<file path="src/ect_params.svh">
`ifndef ECT_PARAMS_SVH
`define ECT_PARAMS_SVH

// Register offsets on the plain register port
`define ECT_ADDR_W 3
`define ECT_OFS_PCR 3'h0
`define ECT_OFS_SCR 3'h1
`define ECT_OFS_CSR 3'h2
`define ECT_OFS_CNT 3'h3
`define ECT_OFS_CONST_A 3'h4
`define ECT_OFS_CONST_B 3'h5

// primary_control_reg fields
`define ECT_PCR_IE_B 7
`define ECT_PCR_IE_A 6
`define ECT_PCR_IE_WRAP 5
`define ECT_PCR_CLR_HI 4
`define ECT_PCR_CLR_LO 3
`define ECT_PCR_CKS_HI 2
`define ECT_PCR_CKS_LO 0

// secondary_control_reg fields
`define ECT_SCR_EDGE_HI 4
`define ECT_SCR_EDGE_LO 3
`define ECT_SCR_GATE 2
`define ECT_SCR_ICKS 0
`define ECT_SCR_ONES 8'hE2

// control_status_reg fields
`define ECT_CSR_FLAG_B 7
`define ECT_CSR_FLAG_A 6
`define ECT_CSR_FLAG_WRAP 5
`define ECT_CSR_RES 4
`define ECT_CSR_ACT_B_HI 3
`define ECT_CSR_ACT_B_LO 2
`define ECT_CSR_ACT_A_HI 1
`define ECT_CSR_ACT_A_LO 0

// Clock select codes
`define ECT_CKS_STOP 3'h0
`define ECT_CKS_STOP_ALT 3'h4
`define ECT_CKS_EXT_RISE 3'h5
`define ECT_CKS_EXT_FALL 3'h6
`define ECT_CKS_EXT_BOTH 3'h7

// Reset values and sizes
`define ECT_RST_REG 8'h00
`define ECT_RST_CONST 8'hFF
`define ECT_COUNT_MAX 8'hFF
`define ECT_UNMAPPED 8'h00
`define ECT_PRESC_W 7
`define ECT_NUM_PINS 3

`endif

</file>
<file path="src/ect_pkg.sv">
`include "ect_params.svh"

package ect_pkg;

   // Waveform action on a compare match
   typedef enum logic [1:0] {
      ECT_ACT_KEEP = 2'b00,
      ECT_ACT_LOW = 2'b01,
      ECT_ACT_HIGH = 2'b10,
      ECT_ACT_TOGGLE = 2'b11
   } ect_action_t;

   // Count clear source
   typedef enum logic [1:0] {
      ECT_CLR_NONE = 2'b00,
      ECT_CLR_MATCH_A = 2'b01,
      ECT_CLR_MATCH_B = 2'b10,
      ECT_CLR_PIN = 2'b11
   } ect_clear_t;

   // Trigger edge select
   typedef enum logic [1:0] {
      ECT_EDGE_OFF = 2'b00,
      ECT_EDGE_RISE = 2'b01,
      ECT_EDGE_FALL = 2'b10,
      ECT_EDGE_BOTH = 2'b11
   } ect_edge_t;

   // Register port request
   typedef struct packed {
      logic [`ECT_ADDR_W-1:0] addr;
      logic [7:0] wdata;
      logic wr;
      logic rd;
   } ect_bus_req_t;

   // Interrupt requests
   typedef struct packed {
      logic wrap;
      logic match_a;
      logic match_b;
   } ect_irq_t;

   // Pin synchroniser state and its events
   typedef struct packed {
      logic s1;
      logic s2;
      logic s3;
   } ect_sync_t;

   typedef struct packed {
      logic level;
      logic rise;
      logic fall;
   } ect_pin_evt_t;

   // Whole state of the timer
   typedef struct packed {
      logic [`ECT_PRESC_W-1:0] prescaler;
      logic [7:0] count;
      logic [7:0] const_a;
      logic [7:0] const_b;
      logic ie_b;
      logic ie_a;
      logic ie_wrap;
      ect_clear_t clr_src;
      logic [2:0] cks;
      ect_edge_t trig_edge;
      logic gate_en;
      logic icks;
      logic flag_b;
      logic flag_a;
      logic flag_wrap;
      logic [2:0] armed;
      ect_action_t act_b;
      ect_action_t act_a;
      logic halted;
      logic sel_prev;
      logic wave;
      ect_irq_t irq;
      logic [7:0] rdata;
   } ect_state_t;

endpackage

</file>
<file path="src/ect_timer.sv">
// The register addresses and the plain strobed port are this design's own decisions.
`include "ect_params.svh"

//
// Overview of operation
// - Count up on each selected clock pulse
// - Wrap from max to zero sets flag
// - Wrap flag with enable raises interrupt
// - Equal count sets match flag A/B
// - Match pulse at last equal cycle
// - Match flag with enable raises interrupt
// - Match drives pin per action field
// - Actions: keep, low, high, toggle
// - Pin low after reset until match
// - Clear source 01/10 clears on match
// - Source 11 clears on clear-pin rise
// - Gate mode halts counting after clear
// - Selected trigger edge resumes counting
// - Edges: off, rising, falling, both
// - Flag clears by read one, write zero
// - Clear beats same-cycle count write
// - Count write beats same-cycle increment
// - Constant write suppresses same-cycle match
// - Priority toggle, then high, then low
// - Internal increments on divided-clock falling edge
module ect_timer (
   input wire logic i_clk_sys,
   input wire logic i_reset,
   input ect_pkg::ect_bus_req_t i_bus,
   input wire logic i_ext_clock_pin,
   input wire logic i_trigger_input_pin,
   input wire logic i_external_clear_pin,
   output logic [7:0] o_rdata,
   output logic o_wave_output_pin,
   output ect_pkg::ect_irq_t o_irq
);
   import ect_pkg::*;

   localparam int PIN_EXT = 0;
   localparam int PIN_TRIG = 1;
   localparam int PIN_CLR = 2;

   ect_state_t state;
   ect_state_t next_state;

   logic [`ECT_NUM_PINS-1:0] pin_raw;
   ect_pin_evt_t pin_evt [`ECT_NUM_PINS];

   // Register port decode
   logic wr_pcr;
   logic wr_scr;
   logic wr_csr;
   logic wr_cnt;
   logic wr_const_a;
   logic wr_const_b;
   logic rd_csr;

   // Counting and matching terms
   logic [2:0] tap;
   logic sel_lvl;
   logic inc_src;
   logic inc;
   logic match_a;
   logic match_b;
   logic clear;
   logic trig_evt;
   logic wrap;
   logic want_toggle;
   logic want_high;
   logic want_low;

   // Every outside pin passes its own synchroniser
   assign pin_raw[PIN_EXT] = i_ext_clock_pin;
   assign pin_raw[PIN_TRIG] = i_trigger_input_pin;
   assign pin_raw[PIN_CLR] = i_external_clear_pin;

   generate
      for (genvar g = 0; g < `ECT_NUM_PINS; g++) begin : g_sync
         ect_pin_sync u_sync (
            .i_clk_sys(i_clk_sys),
            .i_reset(i_reset),
            .i_pin(pin_raw[g]),
            .o_evt(pin_evt[g])
         );
      end
   endgenerate

   // Strobes qualified by address
   assign wr_pcr = i_bus.wr && (i_bus.addr == `ECT_OFS_PCR);
   assign wr_scr = i_bus.wr && (i_bus.addr == `ECT_OFS_SCR);
   assign wr_csr = i_bus.wr && (i_bus.addr == `ECT_OFS_CSR);
   assign wr_cnt = i_bus.wr && (i_bus.addr == `ECT_OFS_CNT);
   assign wr_const_a = i_bus.wr && (i_bus.addr == `ECT_OFS_CONST_A);
   assign wr_const_b = i_bus.wr && (i_bus.addr == `ECT_OFS_CONST_B);
   assign rd_csr = i_bus.rd && (i_bus.addr == `ECT_OFS_CSR);

   // Prescaler tap: select codes 1 to 3, refined by the internal select bit
   assign tap = {state.cks[1:0] - 2'h1, 1'b0} + {2'b00, state.icks} + 3'h1;

   // Level of the selected clock; except in both-edge mode an increment is its falling edge
   always_comb begin
      case (state.cks)
         `ECT_CKS_STOP: sel_lvl = 1'b1;
         `ECT_CKS_STOP_ALT: sel_lvl = 1'b1;
         `ECT_CKS_EXT_RISE: sel_lvl = ~pin_evt[PIN_EXT].level;
         `ECT_CKS_EXT_FALL: sel_lvl = pin_evt[PIN_EXT].level;
         `ECT_CKS_EXT_BOTH: sel_lvl = pin_evt[PIN_EXT].level;
         default: sel_lvl = state.prescaler[tap];
      endcase
   end

   // A source switch that pulls the level low is seen as an edge
   assign inc_src = (state.cks == `ECT_CKS_EXT_BOTH) ?
                    (pin_evt[PIN_EXT].rise | pin_evt[PIN_EXT].fall) :
                    (state.sel_prev & ~sel_lvl);

   // Counting stops while halted in gate mode
   assign inc = inc_src && !(state.gate_en && state.halted);

   // Match fires on the increment that ends the equal period
   assign match_a = inc && (state.count == state.const_a) && !wr_const_a;
   assign match_b = inc && (state.count == state.const_b) && !wr_const_b;

   // Count clear sources
   always_comb begin
      case (state.clr_src)
         ECT_CLR_MATCH_A: clear = match_a;
         ECT_CLR_MATCH_B: clear = match_b;
         ECT_CLR_PIN: clear = pin_evt[PIN_CLR].rise;
         default: clear = 1'b0;
      endcase
   end

   // Trigger edge decode
   always_comb begin
      case (state.trig_edge)
         ECT_EDGE_RISE: trig_evt = pin_evt[PIN_TRIG].rise;
         ECT_EDGE_FALL: trig_evt = pin_evt[PIN_TRIG].fall;
         ECT_EDGE_BOTH: trig_evt = pin_evt[PIN_TRIG].rise | pin_evt[PIN_TRIG].fall;
         default: trig_evt = 1'b0;
      endcase
   end

   // Wrap only on a real increment out of the top value
   assign wrap = inc && (state.count == `ECT_COUNT_MAX) && !clear && !wr_cnt;

   // Requested pin actions of both matches
   assign want_toggle = (match_a && (state.act_a == ECT_ACT_TOGGLE)) ||
                        (match_b && (state.act_b == ECT_ACT_TOGGLE));
   assign want_high = (match_a && (state.act_a == ECT_ACT_HIGH)) ||
                      (match_b && (state.act_b == ECT_ACT_HIGH));
   assign want_low = (match_a && (state.act_a == ECT_ACT_LOW)) ||
                     (match_b && (state.act_b == ECT_ACT_LOW));

   // Next state of the whole timer
   always_comb begin
      next_state = state;

      // Free-running prescaler
      next_state.prescaler = state.prescaler + `ECT_PRESC_W'(1);
      next_state.sel_prev = sel_lvl;

      // Count register: clear, then write, then increment
      if (clear) begin
         next_state.count = 8'h00;
      end else if (wr_cnt) begin
         next_state.count = i_bus.wdata;
      end else if (inc) begin
         next_state.count = state.count + 8'h01;
      end

      // Constant registers always take the write
      if (wr_const_a) begin
         next_state.const_a = i_bus.wdata;
      end
      if (wr_const_b) begin
         next_state.const_b = i_bus.wdata;
      end

      // Primary control register
      if (wr_pcr) begin
         next_state.ie_b = i_bus.wdata[`ECT_PCR_IE_B];
         next_state.ie_a = i_bus.wdata[`ECT_PCR_IE_A];
         next_state.ie_wrap = i_bus.wdata[`ECT_PCR_IE_WRAP];
         next_state.clr_src = ect_clear_t'(i_bus.wdata[`ECT_PCR_CLR_HI:`ECT_PCR_CLR_LO]);
         next_state.cks = i_bus.wdata[`ECT_PCR_CKS_HI:`ECT_PCR_CKS_LO];
      end

      // Secondary control register
      if (wr_scr) begin
         next_state.trig_edge = ect_edge_t'(i_bus.wdata[`ECT_SCR_EDGE_HI:`ECT_SCR_EDGE_LO]);
         next_state.gate_en = i_bus.wdata[`ECT_SCR_GATE];
         next_state.icks = i_bus.wdata[`ECT_SCR_ICKS];
      end

      // Action fields; flags clear only when armed by a read of one
      if (wr_csr) begin
         next_state.act_b = ect_action_t'(i_bus.wdata[`ECT_CSR_ACT_B_HI:`ECT_CSR_ACT_B_LO]);
         next_state.act_a = ect_action_t'(i_bus.wdata[`ECT_CSR_ACT_A_HI:`ECT_CSR_ACT_A_LO]);
         if (state.armed[2] && !i_bus.wdata[`ECT_CSR_FLAG_B]) begin
            next_state.flag_b = 1'b0;
         end
         if (state.armed[1] && !i_bus.wdata[`ECT_CSR_FLAG_A]) begin
            next_state.flag_a = 1'b0;
         end
         if (state.armed[0] && !i_bus.wdata[`ECT_CSR_FLAG_WRAP]) begin
            next_state.flag_wrap = 1'b0;
         end
         next_state.armed = 3'h0;
      end else if (rd_csr) begin
         next_state.armed = {state.flag_b, state.flag_a, state.flag_wrap};
      end

      // Hardware set wins over a clear in the same cycle
      if (match_b) begin
         next_state.flag_b = 1'b1;
      end
      if (match_a) begin
         next_state.flag_a = 1'b1;
      end
      if (wrap) begin
         next_state.flag_wrap = 1'b1;
      end

      // Gate mode: halt after a clear, resume on the chosen edge
      if (state.gate_en && clear) begin
         next_state.halted = 1'b1;
      end else if (state.halted && trig_evt) begin
         next_state.halted = 1'b0;
      end

      // Waveform pin, toggle first, then high, then low
      if (want_toggle) begin
         next_state.wave = ~state.wave;
      end else if (want_high) begin
         next_state.wave = 1'b1;
      end else if (want_low) begin
         next_state.wave = 1'b0;
      end

      // Interrupt requests follow flags and enables
      next_state.irq.wrap = next_state.flag_wrap && next_state.ie_wrap;
      next_state.irq.match_a = next_state.flag_a && next_state.ie_a;
      next_state.irq.match_b = next_state.flag_b && next_state.ie_b;

      // Read data for the cycle after a read strobe
      next_state.rdata = 8'h00;
      if (i_bus.rd) begin
         case (i_bus.addr)
            `ECT_OFS_PCR: begin
               next_state.rdata = {state.ie_b, state.ie_a, state.ie_wrap,
                                   state.clr_src, state.cks};
            end
            `ECT_OFS_SCR: begin
               next_state.rdata = `ECT_SCR_ONES |
                                  {3'b000, state.trig_edge, state.gate_en, 1'b0, state.icks};
            end
            `ECT_OFS_CSR: begin
               next_state.rdata = {state.flag_b, state.flag_a, state.flag_wrap, 1'b1,
                                   state.act_b, state.act_a};
            end
            `ECT_OFS_CNT: begin
               next_state.rdata = state.count;
            end
            `ECT_OFS_CONST_A: begin
               next_state.rdata = state.const_a;
            end
            `ECT_OFS_CONST_B: begin
               next_state.rdata = state.const_b;
            end
            default: begin
               next_state.rdata = `ECT_UNMAPPED;
            end
         endcase
      end
   end

   // State register; the pin starts low and the gate starts halted
   always_ff @(posedge i_clk_sys) begin
      if (i_reset) begin
         state <= '0;
         state.count <= `ECT_RST_REG;
         state.const_a <= `ECT_RST_CONST;
         state.const_b <= `ECT_RST_CONST;
         state.halted <= 1'b1;
         state.sel_prev <= 1'b1;
         state.wave <= 1'b0;
      end else begin
         state <= next_state;
      end
   end

   // Outputs straight from the state register
   assign o_rdata = state.rdata;
   assign o_wave_output_pin = state.wave;
   assign o_irq = state.irq;
endmodule

</file>
<file path="src/ect_pin_sync.sv">
module ect_pin_sync (
   input wire logic i_clk_sys,
   input wire logic i_reset,
   input wire logic i_pin,
   output ect_pkg::ect_pin_evt_t o_evt
);
   import ect_pkg::*;

   ect_sync_t state;
   ect_sync_t next_state;

   // Two-stage synchroniser plus one stage for edge detection
   always_comb begin
      next_state.s1 = i_pin;
      next_state.s2 = state.s1;
      next_state.s3 = state.s2;
   end

   always_ff @(posedge i_clk_sys) begin
      if (i_reset) begin
         state <= '0;
      end else begin
         state <= next_state;
      end
   end

   // Events only look at the second and third stages
   assign o_evt.level = state.s2;
   assign o_evt.rise = state.s2 & ~state.s3;
   assign o_evt.fall = ~state.s2 & state.s3;
endmodule

</file>
<file path="config.mk">
export PLATFORM = sky130hd
export DESIGN_NAME = ect_timer
export DESIGN_NICKNAME = d
export VERILOG_FILES = /design/src/ect_pkg.sv /design/src/ect_timer.sv /design/src/ect_pin_sync.sv
export VERILOG_INCLUDE_DIRS = /design/src /design/src/src
export SDC_FILE = /design/constraint.sdc
export NUM_CORES = 1
export LEC_CHECK = 0
export ABC_AREA = 1
export BUFFER_PORTS_ARGS = -buffer_cell sky130_fd_sc_hd__clkbuf_2
export CAP_MARGIN = 10
export CORE_MARGIN = 1
export CORE_UTILIZATION = 64
export CTS_CLUSTER_DIAMETER = 60
export DETAILED_ROUTE_END_ITERATION = 8
export PLACE_DENSITY = 0.9
export SYNTH_ARGS = -nofsm -noshare
export SYNTH_HDL_FRONTEND = slang
export SYNTH_SLANG_ARGS = --single-unit
</file>
<file path="constraint.sdc">
create_clock -name i_clk_sys -period 6.4 [get_ports i_clk_sys]
set_clock_uncertainty 0.2 [all_clocks]
set_input_delay 0.96 -clock i_clk_sys [delete_from_list [all_inputs] [get_ports i_clk_sys]]
set_output_delay 0.96 -clock i_clk_sys [all_outputs]
set_load 0.02 [all_outputs]
</file>
==> impl_metrics.toml <==
[cts]
cts-root-buf = "clkbuf_8"
cts.hold.buffers_added = 0
numCtsBuffers = 9
ctsHtreeMaxLevel = 3
clockBufferDepth = 2
clk_pin_slew_worst_paths_ns = 0.09
cts_sinks = 76
clock_latency_ns = 0.37
cts_tree = "done"
cts_resized = 0
post_cts_buffers = 0

[detailed_routing]
drtIter0Drc = 389
vias_per_cell = 5.942
dr_total_vias = 3506
wl_um = 9206
ant_nets = 0
firstDrtPassIters = 6
drc = 0
post_drt_wl_per_cell_um = 15.60

[die]
ioPinCount = 30
start_util_pct = 67.69
die_area_um2 = 6280
row_count = 27
core_um2 = 5642
die_w_um = 79.25
die_height_um = 79.25

[critical_path]
rrSetupSlack_ns = 3.94
path_cells = "clkbuf_2 > inv_1 > nand2_1 > a41oi_1"
reg2reg_from = "state[24]"
startpoint_type = "input port"
cp-endpoint = "o_rdata[1]"
worstPathMaxFanout = 38
critPathLaunch = "i_reset"
max_stage_delay_ns = 0.96
critical_path_class = "input port to flop"
worstPathArrival_ns = 2.98
cp_slowest_cell = "inv_1"
cp-end-kind = "flop"
rr_worst_depth = 11
r2r-end = "state[52]"
crit_required_ns = 6.48

[global_route]
grt-ovfl-total = 0
grt_pass1_wl_um = 14540
grt_pass1_vias = 3105
antenna_found_initial = 0
grt_max_degree = 39
grt_usage_pct = 30.63

[synthesis]
synth_cell_types = 46
yosysSeqAreaShare_pct = 39.84
synth_nets = 523
ys_ff_latch = 76
synth_most_common_cell = "nand2_1"
synthTopCellsByArea = "dfxtp_1 (40%), nand2_1 (8.7%), inv_1 (5.4%)"
post_synth.cell_area_avg_um2 = 7.683
synthFlopType = "dfxtp_1"
synth_area_um2 = 3819
yosys.area.top_type_share_pct = 39.84
ys_async_sr_fraction_pct = 0
syn_inst = 497
yosysWarnings = 0
synth_edf_count = 0
synth_common_cells = "nand2_1 (88), dfxtp_1 (76), inv_1 (55)"
synth_top_area_cell = "dfxtp_1"

[power]
p_sw_mw = 0.2772
total_power_mw = 0.9815
cellPowerDensity_nw_per_um2 = 238.0
switching_share_pct = 28.24
power_frac_seq_pct = 51.0
p_int_mw = 0.7042
irDropWorstVdd_mv = 0.1455
clockPowerShare_pct = 39.6
pwr-share-comb_pct = 9.4
p_leak_nw = 1.725

[run_status]
outcome = "complete, no violations"

[sta]
maxSlewHeadroom_pct = 20.35
drv_slew = 0
period_needed_ns = 2.899
setup_viol = 0
hold_viol = 0
max_freq_mhz = 344.9
rsz0062_at_grt = "false"
setup_tns_ns = 0
worst_pin_slew_ns = 1.193
period_share_pct = 45.30

[placed_design]
place_congestion = 0.9473
place_hpwl_um = 6565
port_buffers = 29

[cells_and_area]
final_core_util_pct = 73.10
drive_above_1_share_pct = 18.15
syn2layout_area_growth_pct = 7.995
nNetsFinal = 539
n_antenna_cell = 0

[worst_hold_path]
hp-class = "flop to flop"

[run]
drv_cap = 0
==> worst max-delay path, delay by kind of cell <==
family                 cells  cell delay [ns]
AOI/OAI and AO/OA          1             0.30
and+or+nand+nor            1             0.47
buffers and inverters      2             1.24
==> through the flow <==
step           hold WS (ns)  setup slack [ns]  instance area [um2]  instances
6_report             0.2077             3.501                 4124        590
5_1_grt              0.2372             3.284                 4124        590
4_1_cts              0.2098             3.582                 4124        590
3_5_place_dp         0.1975             3.174                 3918        574
3_3_place_gp         0.1915             3.257                 3918        574
2_1_floorplan        0.1883             4.167                 3819        497
==> cell type report <==
cell class | instances | area, um2
multi-input combinational | 332 | 1917
sequential | 76 | 1521
fill | 409 | 1518
inverter | 65 | 244.0
timing repair buffer | 29 | 145.1
clock buffer | 9 | 123.9
tap | 72 | 90.09
clock inverter | 7 | 82.58
==> power groups by stage <==
stage / registers, mW / clock network, mW / logic [mW]
5_1_grt: 0.502 / 0.407 / 0.101
3_3_place_gp: 0.511 / 0 / 0.0857
6_report: 0.501 / 0.388 / 0.0923
2_1_floorplan: 0.507 / 0 / 0.0682
4_1_cts: 0.500 / 0.386 / 0.0902
3_5_place_dp: 0.511 / 0 / 0.0890
==> routing by layer <==
metal	wire (um)	vias up	global-route usage [%]
met2	4195	195	49.14
met4	376	0	17.09
li1	-	1677	-
met5	0	-	0
met3	713	39	5.287
met1	3921	1595	38.81
==> logic make-up after synthesis <==
group / synth area share, %
flops: 39.84
xor+xnor: 3.670
buf+inv: 9.961
fa+ha+maj: 2.621
simple gates: 26.34
compound gates: 17.56
==> layout by cell type (no fill, tap or decap), drive strengths merged <==
master / count
a211oi: 1
a21boi: 1
a21oi: 37
a221oi: 7
a22oi: 1
a31oi: 3
a32o: 1
a41oi: 3
bufinv: 1
clkbuf: 38
clkinvlp: 2
dfxtp: 76
ha: 8
inv: 69
nand2: 99
nand3: 25
nand4: 11
nor2: 51
nor3: 10
nor4: 2
o211ai: 15
o21a: 2
o21ai: 32
o22ai: 2
o31ai: 1
or2: 4
xnor2: 11
xor2: 5
==> worst min-delay path by stage <==
stage                                         startpoint                        end  slack [ns]  cells past startpoint
after CTS                 g_sync[1].u_sync.next_state[1]  g_sync[1].u_sync.o_evt[2]        0.21                      2
final                     g_sync[1].u_sync.next_state[1]  g_sync[1].u_sync.o_evt[2]        0.21                      2
after global placement    g_sync[2].u_sync.next_state[1]  g_sync[2].u_sync.o_evt[2]        0.19                      2
after global routing      g_sync[1].u_sync.next_state[1]  g_sync[1].u_sync.o_evt[2]        0.24                      2
after floorplan           g_sync[0].u_sync.next_state[1]  g_sync[0].u_sync.o_evt[2]        0.19                      2
after detailed placement  g_sync[1].u_sync.next_state[1]  g_sync[1].u_sync.o_evt[2]        0.20                      2
==> registers in the layout, summed over array words and instances, names as in the netlist <==
register                  cells
state                        55
o_rdata                       8
g_sync.u_sync.next_state      3
g_sync.u_sync.o_evt           3
g_sync.u_sync.state           3
o_irq                         3
o_wave_output_pin             1
No activity file was read; power rests on OpenSTA's default activity.
